### src/duart_defines.svh
// offsets, field positions and reset values of the dual uart host port
`ifndef DUART_DEFINES_SVH
`define DUART_DEFINES_SVH
// ****************************************
// per-channel word indices (haddr[5:2])
// ****************************************
`define W_DATA 4'h0
`define W_DIV_LO 4'h1
`define W_DIV_HI 4'h2
`define W_DIV_FRAC 4'h3
`define W_FCR 4'h4
`define W_LSR 4'h5
`define W_FEATURE_CONTROL_REG 4'h6
`define W_TX_TRIG 4'h7
`define W_RX_TRIG 4'h8
`define W_MEM_BASE 4'h9
`define W_MEM_LAST 4'hf
// ****************************************
// global word indices (haddr[7] set)
// ****************************************
`define W_IRQ_STAT 4'h0
`define W_IRQ_MASK 4'h1
`define W_PIN_STAT 4'h2
// ****************************************
// address bits
// ****************************************
`define A_GLOBAL 7
`define A_PICK 6
// ****************************************
// field positions
// ****************************************
`define FCR_FIFO_EN 0
`define FCR_BLOCK 3
`define FEATURE_CONTROL_REG_AUTODIR 3
`define LSR_RX_READY 0
`define LSR_ROOM 5
`define LSR_EMPTY 6
// ****************************************
// reset values
// ****************************************
`define DIV_LO_RST 8'h01
`define DIV_HI_RST 8'h00
`define DIV_FRAC_RST 4'h0
`define FCR_RST 8'h00
`define FEATURE_CONTROL_REG_RST 8'h00
`define TRIG_RST 7'h01
`define MASK_RST 4'h0
`endif

### src/duart_pkg.sv
// types and helpers shared by the dual uart host port
package duart_pkg;
	// fifo fill level, 0 to 64
	typedef logic [6:0] level_t;
	// bus slave phase
	typedef enum logic {BUS_IDLE = 1'b0, BUS_DATA = 1'b1} bus_state_e;
	// level at or above a trigger threshold
	function automatic logic at_or_above(input level_t c, input level_t t);
		at_or_above = (c >= t);
	endfunction
endpackage

### src/chan_if.sv
// configuration and pin state of one channel between top and signaller
`timescale 1ns/1ps
`default_nettype none
interface chan_if;
	// configuration from the register file
	logic fifo_en;
	logic block_mode;
	logic auto_dir;
	duart_pkg::level_t tx_trig;
	duart_pkg::level_t rx_trig;
	// fifo and shifter state
	duart_pkg::level_t rx_count;
	duart_pkg::level_t tx_count;
	logic tsr_empty;
	logic rx_timeout;
	// registered pin levels
	logic rx_rdy_n;
	logic tx_rdy_n;
	logic tx_int;
	logic rx_int;
	logic dir_rx;
	logic lsr_room;
	logic lsr_empty;
	modport ctl (
		output fifo_en, block_mode, auto_dir, tx_trig, rx_trig,
		output rx_count, tx_count, tsr_empty, rx_timeout,
		input rx_rdy_n, tx_rdy_n, tx_int, rx_int, dir_rx,
		input lsr_room, lsr_empty
	);
	modport sig (
		input fifo_en, block_mode, auto_dir, tx_trig, rx_trig,
		input rx_count, tx_count, tsr_empty, rx_timeout,
		output rx_rdy_n, tx_rdy_n, tx_int, rx_int, dir_rx,
		output lsr_room, lsr_empty
	);
endinterface
`default_nettype wire

### src/reg_mem.sv
// small register memory for plain per-channel bytes, registered read
`timescale 1ns/1ps
`default_nettype none
module reg_mem #(
	parameter int AW = 4,
	parameter int DW = 8
) (
	// clock and reset
	input wire logic clk,
	input wire logic rstn,
	input wire logic ce,
	// write port
	input wire logic we,
	input wire logic [AW-1:0] waddr,
	input wire logic [DW-1:0] wdata,
	// read port
	input wire logic [AW-1:0] raddr,
	output logic [DW-1:0] rdata
);
	// storage words
	logic [DW-1:0] mem_reg [2**AW];

	// write, cleared to zero by reset
	always_ff @(posedge clk or negedge rstn)
	begin
		if (!rstn)
		begin
			for (int i = 0; i < 2**AW; i++)
				mem_reg[i] <= '0;
		end
		else if (ce && we)
			mem_reg[waddr] <= wdata;
	end

	// read data out of a register
	always_ff @(posedge clk or negedge rstn)
	begin
		if (!rstn)
			rdata <= '0;
		else if (ce)
			rdata <= mem_reg[raddr];
	end
endmodule
`default_nettype wire

### src/chan_signal.sv
// ready, interrupt, direction and line status levels of one channel
`timescale 1ns/1ps
`default_nettype none
module chan_signal #(
	parameter duart_pkg::level_t FIFO_DEPTH = 7'd64
) (
	// clock and reset
	input wire logic clk,
	input wire logic rstn,
	input wire logic ce,
	// channel state and levels
	chan_if.sig ch
);
	// block-mode receive request latch
	logic blk_rx_reg;
	logic blk_rx_next;
	logic tx_all_empty;

	assign tx_all_empty = (ch.tx_count == '0) && ch.tsr_empty;

	// block receive request: set at trigger or time-out, clear on empty
	always_comb
	begin
		blk_rx_next = blk_rx_reg;
		if (ch.rx_count == '0)
			blk_rx_next = 1'b0;
		else if (duart_pkg::at_or_above(ch.rx_count, ch.rx_trig)
			|| ch.rx_timeout)
			blk_rx_next = 1'b1;
	end

	// block receive latch
	always_ff @(posedge clk or negedge rstn)
	begin
		if (!rstn)
			blk_rx_reg <= 1'b0;
		else if (ce)
			blk_rx_reg <= blk_rx_next;
	end

	// ready pins only pace the host, nothing moves data itself
	always_ff @(posedge clk or negedge rstn)
	begin
		if (!rstn)
		begin
			ch.rx_rdy_n <= 1'b1;
			ch.tx_rdy_n <= 1'b0;
		end
		else if (ce)
		begin
			if (ch.fifo_en && ch.block_mode)
			begin
				ch.rx_rdy_n <= !blk_rx_next;
				ch.tx_rdy_n <= (ch.tx_count >= FIFO_DEPTH);
			end
			else
			begin
				// single character: byte present / holding loaded
				ch.rx_rdy_n <= (ch.rx_count == '0);
				ch.tx_rdy_n <= (ch.tx_count != '0);
			end
		end
	end

	// transmit and receive interrupt levels
	always_ff @(posedge clk or negedge rstn)
	begin
		if (!rstn)
		begin
			ch.tx_int <= 1'b0;
			ch.rx_int <= 1'b0;
		end
		else if (ce)
		begin
			if (!ch.fifo_en)
			begin
				// holding empty, or whole transmitter with auto direction
				if (ch.auto_dir)
					ch.tx_int <= tx_all_empty;
				else
					ch.tx_int <= (ch.tx_count == '0);
				ch.rx_int <= (ch.rx_count != '0);
			end
			else
			begin
				if (ch.auto_dir)
					ch.tx_int <= (ch.tx_count < ch.tx_trig)
						|| tx_all_empty;
				else
					ch.tx_int <= (ch.tx_count <= ch.tx_trig);
				ch.rx_int <= duart_pkg::at_or_above(ch.rx_count,
					ch.rx_trig);
			end
		end
	end

	// line status room/empty and half-duplex direction
	always_ff @(posedge clk or negedge rstn)
	begin
		if (!rstn)
		begin
			ch.lsr_room <= 1'b1;
			ch.lsr_empty <= 1'b1;
			ch.dir_rx <= 1'b1;
		end
		else if (ce)
		begin
			if (ch.fifo_en)
				ch.lsr_room <= (ch.tx_count < FIFO_DEPTH);
			else
				ch.lsr_room <= (ch.tx_count == '0);
			ch.lsr_empty <= tx_all_empty;
			// receive unless auto direction and still sending
			ch.dir_rx <= !ch.auto_dir || tx_all_empty;
		end
	end
endmodule
`default_nettype wire

### src/duart_host_port.sv
// dual uart host port: ahb-lite registers, ready and interrupt pins
// Function
// - reset restores all registers and outputs
// - zero integer divisor reads id/revision codes
// - unselected ignored; pick 1 is A
// - each channel owns independent register set
// - no data movement; ready pins only
// - fifo control bit 3 selects block mode
// - single mode rx ready low when data
// - block rx ready: trigger/time-out low, empty high
// - single mode tx ready low when empty
// - block tx ready low unless fifo full
// - line status 5 room, 6 empty
// - fifo tx interrupt high at/below trigger
// - auto direction: below trigger or empty
// - rx interrupt follows trigger or byte held
// - baud clock not needed for bus
// - framed transfers share one data bus
// - auto direction via feature bit 3
//
// Our own choices: the register addresses and register access over AHB-Lite.
`include "duart_defines.svh"
`timescale 1ns/1ps
`default_nettype none
module duart_host_port #(
	parameter logic [7:0] ID_CODE = 8'h5c, // arbitrary value
	parameter logic [7:0] REV_CODE = 8'h03, // arbitrary value
	parameter duart_pkg::level_t FIFO_DEPTH = 7'd64
) (
	// clock, reset, enable
	input wire logic sys_clk,
	input wire logic rstn,
	input wire logic ce,
	// ahb-lite slave
	input wire logic hsel,
	input wire logic [31:0] haddr,
	input wire logic [1:0] htrans,
	input wire logic hwrite,
	input wire logic [2:0] hsize,
	input wire logic [31:0] hwdata,
	input wire logic hready,
	output logic hreadyout,
	output logic [31:0] hrdata,
	output logic hresp,
	// fifo and shifter state, index 0 is channel a
	input wire logic [1:0][7:0] rx_data,
	input wire logic [1:0][6:0] rx_count,
	input wire logic [1:0][6:0] tx_count,
	input wire logic [1:0] tsr_empty,
	input wire logic [1:0] rx_timeout,
	// data strobes towards the fifos
	output logic [1:0] tx_push,
	output logic [1:0] rx_pop,
	output logic [7:0] tx_data,
	// baud generator settings
	output logic [1:0][15:0] baud_int,
	output logic [1:0][3:0] baud_frac,
	// channel pins
	output logic [1:0] rx_service_request_n,
	output logic [1:0] tx_service_request_n,
	output logic channel_a_irq,
	output logic channel_b_irq,
	output logic [1:0] dir_rx,
	// summary interrupt
	output logic irq
);
	// ****************************************
	// declarations
	// ****************************************
	duart_pkg::bus_state_e state_reg; // slave phase
	logic acc_write_reg; // captured direction
	logic acc_global_reg; // captured global space
	logic acc_ch_reg; // captured channel index
	logic [3:0] acc_word_reg; // captured word index
	logic take; // address phase accepted
	logic pick_ch; // channel index of haddr
	logic wr; // write in data phase
	logic rd; // read in data phase
	logic [1:0][7:0] div_lo_reg; // integer divisor low
	logic [1:0][7:0] div_hi_reg; // integer divisor high
	logic [1:0][3:0] div_frac_reg; // fractional divisor
	logic [1:0][7:0] fcr_reg; // fifo control
	logic [1:0][7:0] feature_control_reg_reg; // feature control
	logic [1:0][6:0] tx_trig_reg; // transmit trigger
	logic [1:0][6:0] rx_trig_reg; // receive trigger
	logic [3:0] irq_stat_reg; // sticky events
	logic [3:0] irq_mask_reg; // event mask
	logic [3:0] lvl_prev_reg; // previous interrupt levels
	logic [3:0] lvl_now; // current interrupt levels
	logic [3:0] rise; // rising interrupt levels
	logic mem_we; // plain register write
	logic [3:0] mem_waddr; // plain register write index
	logic [3:0] mem_raddr; // plain register read index
	logic [7:0] mem_rdata; // plain register read data
	logic [31:0] rdata_mux; // selected read word
	logic [7:0] lsr_byte [2]; // line status per channel

	// ****************************************
	// per-channel signalling
	// ****************************************
	chan_if cif[2] ();

	// wire each channel's own registers into its signaller
	for (genvar i = 0; i < 2; i++)
	begin : g_ch
		assign cif[i].fifo_en = fcr_reg[i][`FCR_FIFO_EN];
		assign cif[i].block_mode = fcr_reg[i][`FCR_BLOCK];
		assign cif[i].auto_dir = feature_control_reg_reg[i][`FEATURE_CONTROL_REG_AUTODIR];
		assign cif[i].tx_trig = tx_trig_reg[i];
		assign cif[i].rx_trig = rx_trig_reg[i];
		assign cif[i].rx_count = rx_count[i];
		assign cif[i].tx_count = tx_count[i];
		assign cif[i].tsr_empty = tsr_empty[i];
		assign cif[i].rx_timeout = rx_timeout[i];
		assign lsr_byte[i] = {1'b0, cif[i].lsr_empty, cif[i].lsr_room,
			4'h0, (rx_count[i] != '0)};
		assign lvl_now[2*i] = cif[i].rx_int;
		assign lvl_now[2*i+1] = cif[i].tx_int;
		assign rx_service_request_n[i] = cif[i].rx_rdy_n;
		assign tx_service_request_n[i] = cif[i].tx_rdy_n;
		assign dir_rx[i] = cif[i].dir_rx;
		chan_signal #(
			.FIFO_DEPTH(FIFO_DEPTH)
		) u_sig (
			.clk(sys_clk),
			.rstn(rstn),
			.ce(ce),
			.ch(cif[i].sig)
		);
	end

	// ****************************************
	// bus decode
	// ****************************************
	// pick bit high addresses channel a (index 0), low channel b
	assign pick_ch = !haddr[`A_PICK];
	// an unselected slave takes nothing and drives no strobe
	assign take = hsel && htrans[1] && hready;
	assign wr = (state_reg == duart_pkg::BUS_DATA) && acc_write_reg;
	assign rd = (state_reg == duart_pkg::BUS_DATA) && !acc_write_reg;

	// slave phase: one wait state on every transfer
	always_ff @(posedge sys_clk or negedge rstn)
	begin
		if (!rstn)
		begin
			state_reg <= duart_pkg::BUS_IDLE;
			hreadyout <= 1'b1;
			hresp <= 1'b0;
		end
		else if (ce)
		begin
			hresp <= 1'b0;
			unique case (state_reg)
				duart_pkg::BUS_IDLE:
				begin
					if (take)
					begin
						state_reg <= duart_pkg::BUS_DATA;
						hreadyout <= 1'b0;
					end
				end
				duart_pkg::BUS_DATA:
				begin
					state_reg <= duart_pkg::BUS_IDLE;
					hreadyout <= 1'b1;
				end
			endcase
		end
	end

	// address phase capture
	always_ff @(posedge sys_clk or negedge rstn)
	begin
		if (!rstn)
		begin
			acc_write_reg <= 1'b0;
			acc_global_reg <= 1'b0;
			acc_ch_reg <= 1'b0;
			acc_word_reg <= 4'h0;
		end
		else if (ce && take && state_reg == duart_pkg::BUS_IDLE)
		begin
			acc_write_reg <= hwrite;
			acc_global_reg <= haddr[`A_GLOBAL];
			acc_ch_reg <= pick_ch;
			acc_word_reg <= haddr[5:2];
		end
	end

	// ****************************************
	// channel registers
	// ****************************************
	// write into the addressed channel only
	always_ff @(posedge sys_clk or negedge rstn)
	begin
		if (!rstn)
		begin
			for (int i = 0; i < 2; i++)
			begin
				div_lo_reg[i] <= `DIV_LO_RST;
				div_hi_reg[i] <= `DIV_HI_RST;
				div_frac_reg[i] <= `DIV_FRAC_RST;
				fcr_reg[i] <= `FCR_RST;
				feature_control_reg_reg[i] <= `FEATURE_CONTROL_REG_RST;
				tx_trig_reg[i] <= `TRIG_RST;
				rx_trig_reg[i] <= `TRIG_RST;
			end
		end
		else if (ce && wr && !acc_global_reg)
		begin
			unique case (acc_word_reg)
				`W_DIV_LO: div_lo_reg[acc_ch_reg] <= hwdata[7:0];
				`W_DIV_HI: div_hi_reg[acc_ch_reg] <= hwdata[7:0];
				`W_DIV_FRAC: div_frac_reg[acc_ch_reg] <= hwdata[3:0];
				`W_FCR: fcr_reg[acc_ch_reg] <= hwdata[7:0];
				`W_FEATURE_CONTROL_REG: feature_control_reg_reg[acc_ch_reg] <= hwdata[7:0];
				`W_TX_TRIG: tx_trig_reg[acc_ch_reg] <= hwdata[6:0];
				`W_RX_TRIG: rx_trig_reg[acc_ch_reg] <= hwdata[6:0];
				default: ;
			endcase
		end
	end

	// divisor settings go to the baud generators; the oscillator is
	// never needed by this bus logic
	always_ff @(posedge sys_clk or negedge rstn)
	begin
		if (!rstn)
		begin
			baud_int <= {2{`DIV_HI_RST, `DIV_LO_RST}};
			baud_frac <= {2{`DIV_FRAC_RST}};
		end
		else if (ce)
		begin
			for (int i = 0; i < 2; i++)
			begin
				baud_int[i] <= {div_hi_reg[i], div_lo_reg[i]};
				baud_frac[i] <= div_frac_reg[i];
			end
		end
	end

	// data strobes: one-cycle push on data write, pop on data read
	always_ff @(posedge sys_clk or negedge rstn)
	begin
		if (!rstn)
		begin
			tx_push <= 2'b00;
			rx_pop <= 2'b00;
			tx_data <= 8'h00;
		end
		else if (ce)
		begin
			tx_push <= 2'b00;
			rx_pop <= 2'b00;
			if (!acc_global_reg && acc_word_reg == `W_DATA)
			begin
				if (wr)
				begin
					tx_push[acc_ch_reg] <= 1'b1;
					tx_data <= hwdata[7:0];
				end
				if (rd)
					rx_pop[acc_ch_reg] <= 1'b1;
			end
		end
	end

	// ****************************************
	// plain per-channel bytes
	// ****************************************
	assign mem_we = wr && !acc_global_reg && acc_word_reg >= `W_MEM_BASE;
	assign mem_waddr = {acc_ch_reg, 3'(acc_word_reg - `W_MEM_BASE)};
	assign mem_raddr = {pick_ch, 3'(haddr[5:2] - `W_MEM_BASE)};

	reg_mem #(
		.AW(4),
		.DW(8)
	) u_mem (
		.clk(sys_clk),
		.rstn(rstn),
		.ce(ce),
		.we(mem_we),
		.waddr(mem_waddr),
		.wdata(hwdata[7:0]),
		.raddr(mem_raddr),
		.rdata(mem_rdata)
	);

	// ****************************************
	// interrupts
	// ****************************************
	assign rise = lvl_now & ~lvl_prev_reg;

	// sticky events, write one to clear, a new event wins
	always_ff @(posedge sys_clk or negedge rstn)
	begin
		if (!rstn)
		begin
			lvl_prev_reg <= 4'h0;
			irq_stat_reg <= 4'h0;
			irq_mask_reg <= `MASK_RST;
		end
		else if (ce)
		begin
			lvl_prev_reg <= lvl_now;
			if (wr && acc_global_reg && acc_word_reg == `W_IRQ_STAT)
				irq_stat_reg <= (irq_stat_reg & ~hwdata[3:0]) | rise;
			else
				irq_stat_reg <= irq_stat_reg | rise;
			if (wr && acc_global_reg && acc_word_reg == `W_IRQ_MASK)
				irq_mask_reg <= hwdata[3:0];
		end
	end

	// channel pins: transmitter or receiver condition
	always_ff @(posedge sys_clk or negedge rstn)
	begin
		if (!rstn)
		begin
			channel_a_irq <= 1'b0;
			channel_b_irq <= 1'b0;
			irq <= 1'b0;
		end
		else if (ce)
		begin
			channel_a_irq <= lvl_now[0] | lvl_now[1];
			channel_b_irq <= lvl_now[2] | lvl_now[3];
			irq <= |(irq_stat_reg & irq_mask_reg);
		end
	end

	// ****************************************
	// read data
	// ****************************************
	// read multiplexer, unmapped words read zero
	always_comb
	begin
		rdata_mux = 32'h0000_0000;
		if (acc_global_reg)
		begin
			unique case (acc_word_reg)
				`W_IRQ_STAT: rdata_mux = {28'h0, irq_stat_reg};
				`W_IRQ_MASK: rdata_mux = {28'h0, irq_mask_reg};
				`W_PIN_STAT: rdata_mux = {24'h0, dir_rx,
					tx_service_request_n, rx_service_request_n,
					channel_b_irq, channel_a_irq};
				default: rdata_mux = 32'h0000_0000;
			endcase
		end
		else
		begin
			unique case (acc_word_reg)
				`W_DATA: rdata_mux = {24'h0, rx_data[acc_ch_reg]};
				`W_DIV_LO:
				begin
					// zero integer divisor exposes revision
					if ({div_hi_reg[acc_ch_reg], div_lo_reg[acc_ch_reg]}
						== 16'h0000)
						rdata_mux = {24'h0, REV_CODE};
					else
						rdata_mux = {24'h0, div_lo_reg[acc_ch_reg]};
				end
				`W_DIV_HI:
				begin
					// zero integer divisor exposes identity
					if ({div_hi_reg[acc_ch_reg], div_lo_reg[acc_ch_reg]}
						== 16'h0000)
						rdata_mux = {24'h0, ID_CODE};
					else
						rdata_mux = {24'h0, div_hi_reg[acc_ch_reg]};
				end
				`W_DIV_FRAC: rdata_mux = {28'h0, div_frac_reg[acc_ch_reg]};
				`W_FCR: rdata_mux = {24'h0, fcr_reg[acc_ch_reg]};
				`W_LSR: rdata_mux = {24'h0, lsr_byte[acc_ch_reg]};
				`W_FEATURE_CONTROL_REG: rdata_mux = {24'h0, feature_control_reg_reg[acc_ch_reg]};
				`W_TX_TRIG: rdata_mux = {25'h0, tx_trig_reg[acc_ch_reg]};
				`W_RX_TRIG: rdata_mux = {25'h0, rx_trig_reg[acc_ch_reg]};
				default: rdata_mux = {24'h0, mem_rdata};
			endcase
		end
	end

	// read word registered at the end of the wait state
	always_ff @(posedge sys_clk or negedge rstn)
	begin
		if (!rstn)
			hrdata <= 32'h0000_0000;
		else if (ce && rd)
			hrdata <= rdata_mux;
	end
endmodule
`default_nettype wire

### config.mk
export PLATFORM = sky130hd
export DESIGN_NAME = duart_host_port
export DESIGN_NICKNAME = d
export VERILOG_FILES = /design/src/duart_pkg.sv /design/src/chan_if.sv /design/src/reg_mem.sv /design/src/chan_signal.sv /design/src/duart_host_port.sv
export VERILOG_INCLUDE_DIRS = /design/src
export SDC_FILE = /design/constraint.sdc
export NUM_CORES = 1
export LEC_CHECK = 0
export BUFFER_PORTS_ARGS = -buffer_cell sky130_fd_sc_hd__buf_2
export CAP_MARGIN = 20
export CORE_MARGIN = 2
export CORE_UTILIZATION = 30
export CTS_CLUSTER_DIAMETER = 60
export DETAILED_ROUTE_END_ITERATION = 16
export PLACE_DENSITY = 0.49
export SYNTH_ARGS = -nofsm -noshare
export SYNTH_HDL_FRONTEND = slang
export SYNTH_SLANG_ARGS = --single-unit
export TNS_END_PERCENT = 20
### constraint.sdc
create_clock -name sys_clk -period 2.15 [get_ports sys_clk]
set_input_delay 0.1075 -clock sys_clk [delete_from_list [all_inputs] [get_ports sys_clk]]
set_output_delay 0.1075 -clock sys_clk [all_outputs]
set_load 0.05 [all_outputs]
==> results.yml <==
die:
  die_h_um: 237
  start_util_pct: 30.2
  dieArea_um2: 56000
  core_area_um2: 53700
  rows: 85
  design.portCount: 218
  die_w_um: 237
power_and_ir_drop:
  power_mw: 16.6
  power.density_nw_per_um2: 841
  leakagePower_nw: 9.68
  peakVddDrop_mv: 0.500
cts:
  numCtsBuffers: 42
  clk_pin_slew_ns: 0.06
  htreeDepth: 2
  clkSinkCount: 336
  root_buffer: "clkbuf_16"
  max-clock-path-buffers: 3
  clk-insertion-delay-late_ns: 0.56
  cts_tree: "yes"
status:
  run_status: "complete, but fails checks"
  violations: "negative setup slack"
timing:
  finalHoldViolations: 0
  hold_slack_ns: 0.0560
  clock_skew_ns: 0.0125
  setup-violations-final: 1
  fin_crit_sh_pct: 102
  timing.final.ws_setup_ns: -0.0371
  rsz0062_at_grt: "yes"
  final_max_slew_viol_count: 0
  worst_pin_slew_ns: 0.839
  period_minus_slack_ns: 2.19
  fmax_ghz: 0.457
  fin_setup_tns_ns: -0.0371
  slew_headroom_pct: 44.1
detailed_routing:
  via_count: 10891
  routedWlPerCell_um: 21.8
  viasPerCell: 5.00
  drt_iter0_markers: 723
  final_antenna_net_count: 0
  drc_errors: 0
  wl_um: 47400
  dr.pass1.iters: 6
synth:
  synth_compound_area_share_pct: 6.24
  yosysSeqAreaShare_pct: 51.9
  synth_top_family_by_area: "multiplexers"
  synth_xor_area_share_pct: 0.0539
  synth-seq-cells: 336
  post_synth.cell_area_avg_um2: 12.9
  yosys.area_share.simple_pct: 6.94
  syn-cell-area_um2: 16200
  synth_edf_count: 0
  yosysWarnings: 0
  synthArstFlopShare_pct: 100
  synth.distinct_cells: 66
  synth.area.mux_share_pct: 27.6
  synth_flop_cell: "dfrtp_1"
  yosys.area_share.adder_pct: 2.24
  synthCells: 1258
final_layout:
  syn2layout_area_growth_pct: 21.9
  antenna_cells: 0
  final_cell_mix: "dfrtp_1, mux2_2, buf_2"
  multi_input_area_um2: 7190
  final_util_pct: 36.8
  nFillCells: 5228
  final_cells: 2180
  final_nets: 1607
  finalInstanceArea_um2: 19800
  register_area_um2: 8440
  largest_reg_flops: 128
  final_common_cell: "dfrtp_1"
  drive_gt1_share_pct: 44.1
place:
  dp.final_hpwl_um: 33100
  placed_area_um2: 18200
  portBuffers: 138
  gp_congestion: 0.858
  dp_cells: 2089
  dp_slack_ns: -0.144
global_route:
  antenna_found_initial: 0
  grt_pass1_wl_um: 72700
  grt.overflow.total: 0
  grt_pass1_vias: 11502
  grt_max_degree: 85
  grt.total_usage_pct: 17.2
worst_setup_path:
  endpoint_kind: "register"
  rrSetupSlack_ns: -0.04
  crit_required_ns: 2.57
  crit_type: "register to register"
  crit_path_start_kind: "register"
  crit_arrival_ns: 2.61
  cp_max_fo: 13
worst_hold_path:
  hold_class: "input port to asynchronous set/reset pin"
run:
  maxCapViolCount: 0
## critical path, stage by stage, from the launching register on
cell and delay, ns:
dfrtp_4 0.57, buf_4 0.17, mux2i_1 0.27, a21oi_1 0.14
or4_1 0.52, o221ai_1 0.27, nand3_1 0.11
## final timing paths
| kind | startpoint | endpoint | cells past startpoint |
|---|---|---|---|
| worst max-delay path | acc_ch_reg | hrdata[4] | 6 |
| worst min-delay path | rstn | tx_data[1] | 2 |
| worst max register to register | acc_ch_reg | hrdata[4] | 6 |
| worst min register to register | u_mem.mem_reg[70] | u_mem.mem_reg[70] | 0 |
| max in group asynchronous | rstn | acc_ch_reg | 3 |
| min in group sys_clk | tx_count[0] | g_ch[0].u_sig.ch.lsr_room | 5 |
## cell type report
type | instances | share of cell area, %
Multi-Input combinational cell | 779 | 36.3
Sequential cell | 336 | 42.6
Clock buffer | 62 | 6.15
Tap cell | 696 | 4.40
Timing Repair Buffer | 255 | 9.33
Clock inverter | 11 | 0.392
Inverter | 41 | 0.778
## cell families after synthesis
kind of cell,count (synthesis)
XOR/XNOR,1
flip-flops,336
AO/OA/AOI/OAI,149
AND/OR/NAND/NOR,206
multiplexers,369
other,1
buffers and inverters,167
adder cells (fa/ha/maj),29
## per-layer routing
| metal | vias to the layer above | part of all wire, % | GRT usage, % |
|---|---|---|---|
| li1 | 4939 | - | - |
| met1 | 5656 | 46 | 23.6 |
| met2 | 238 | 47 | 27.7 |
| met3 | 58 | 4.2 | 3.24 |
| met4 | 0 | 2.4 | 4.68 |
| met5 | - | 0 | 0 |
## power breakdown
part	leakage (nW)	internal, mW	switching [mW]	total [mW]
combinational	4.58	1.15	1.89	3.05
sequential	4.47	6.64	0.308	6.95
clock	0.633	3.92	2.72	6.64
total	9.68	11.7	4.92	16.6
## cells in the mapped netlist (11+ instances only)
cell,number,area [um2]
a21oi_1,20,100
o22ai_1,22,138
inv_1,40,150
buf_4,32,240
mux2_2,243,2740
nand2_1,44,165
mux2i_1,71,711
mux2_4,15,225
clkbuf_1,52,195
nand2b_1,12,75.1
a21o_1,14,105
nor3_1,16,80.1
nor2_2,16,100
a31oi_1,11,68.8
buf_2,24,120
mux4_2,32,721
dfstp_2,17,447
buf_1,14,52.6
dfrtp_1,319,7980
nor4_1,16,100
nor2_1,47,176
o21ai_0,32,160
a221o_1,11,110
ha_1,29,363
## what timing repair did
item | CTS | global route
gates cloned | 0 | 0
endpoints found under the setup margin | 44 | 108
setup buffers | 0 | 3
pin swaps | 0 | 1
hold endpoints to repair | 339 | 0
resized for setup | 11 | 16
hold buffers | 15 | 0
Note: power is estimated with default switching activity, not from simulation.
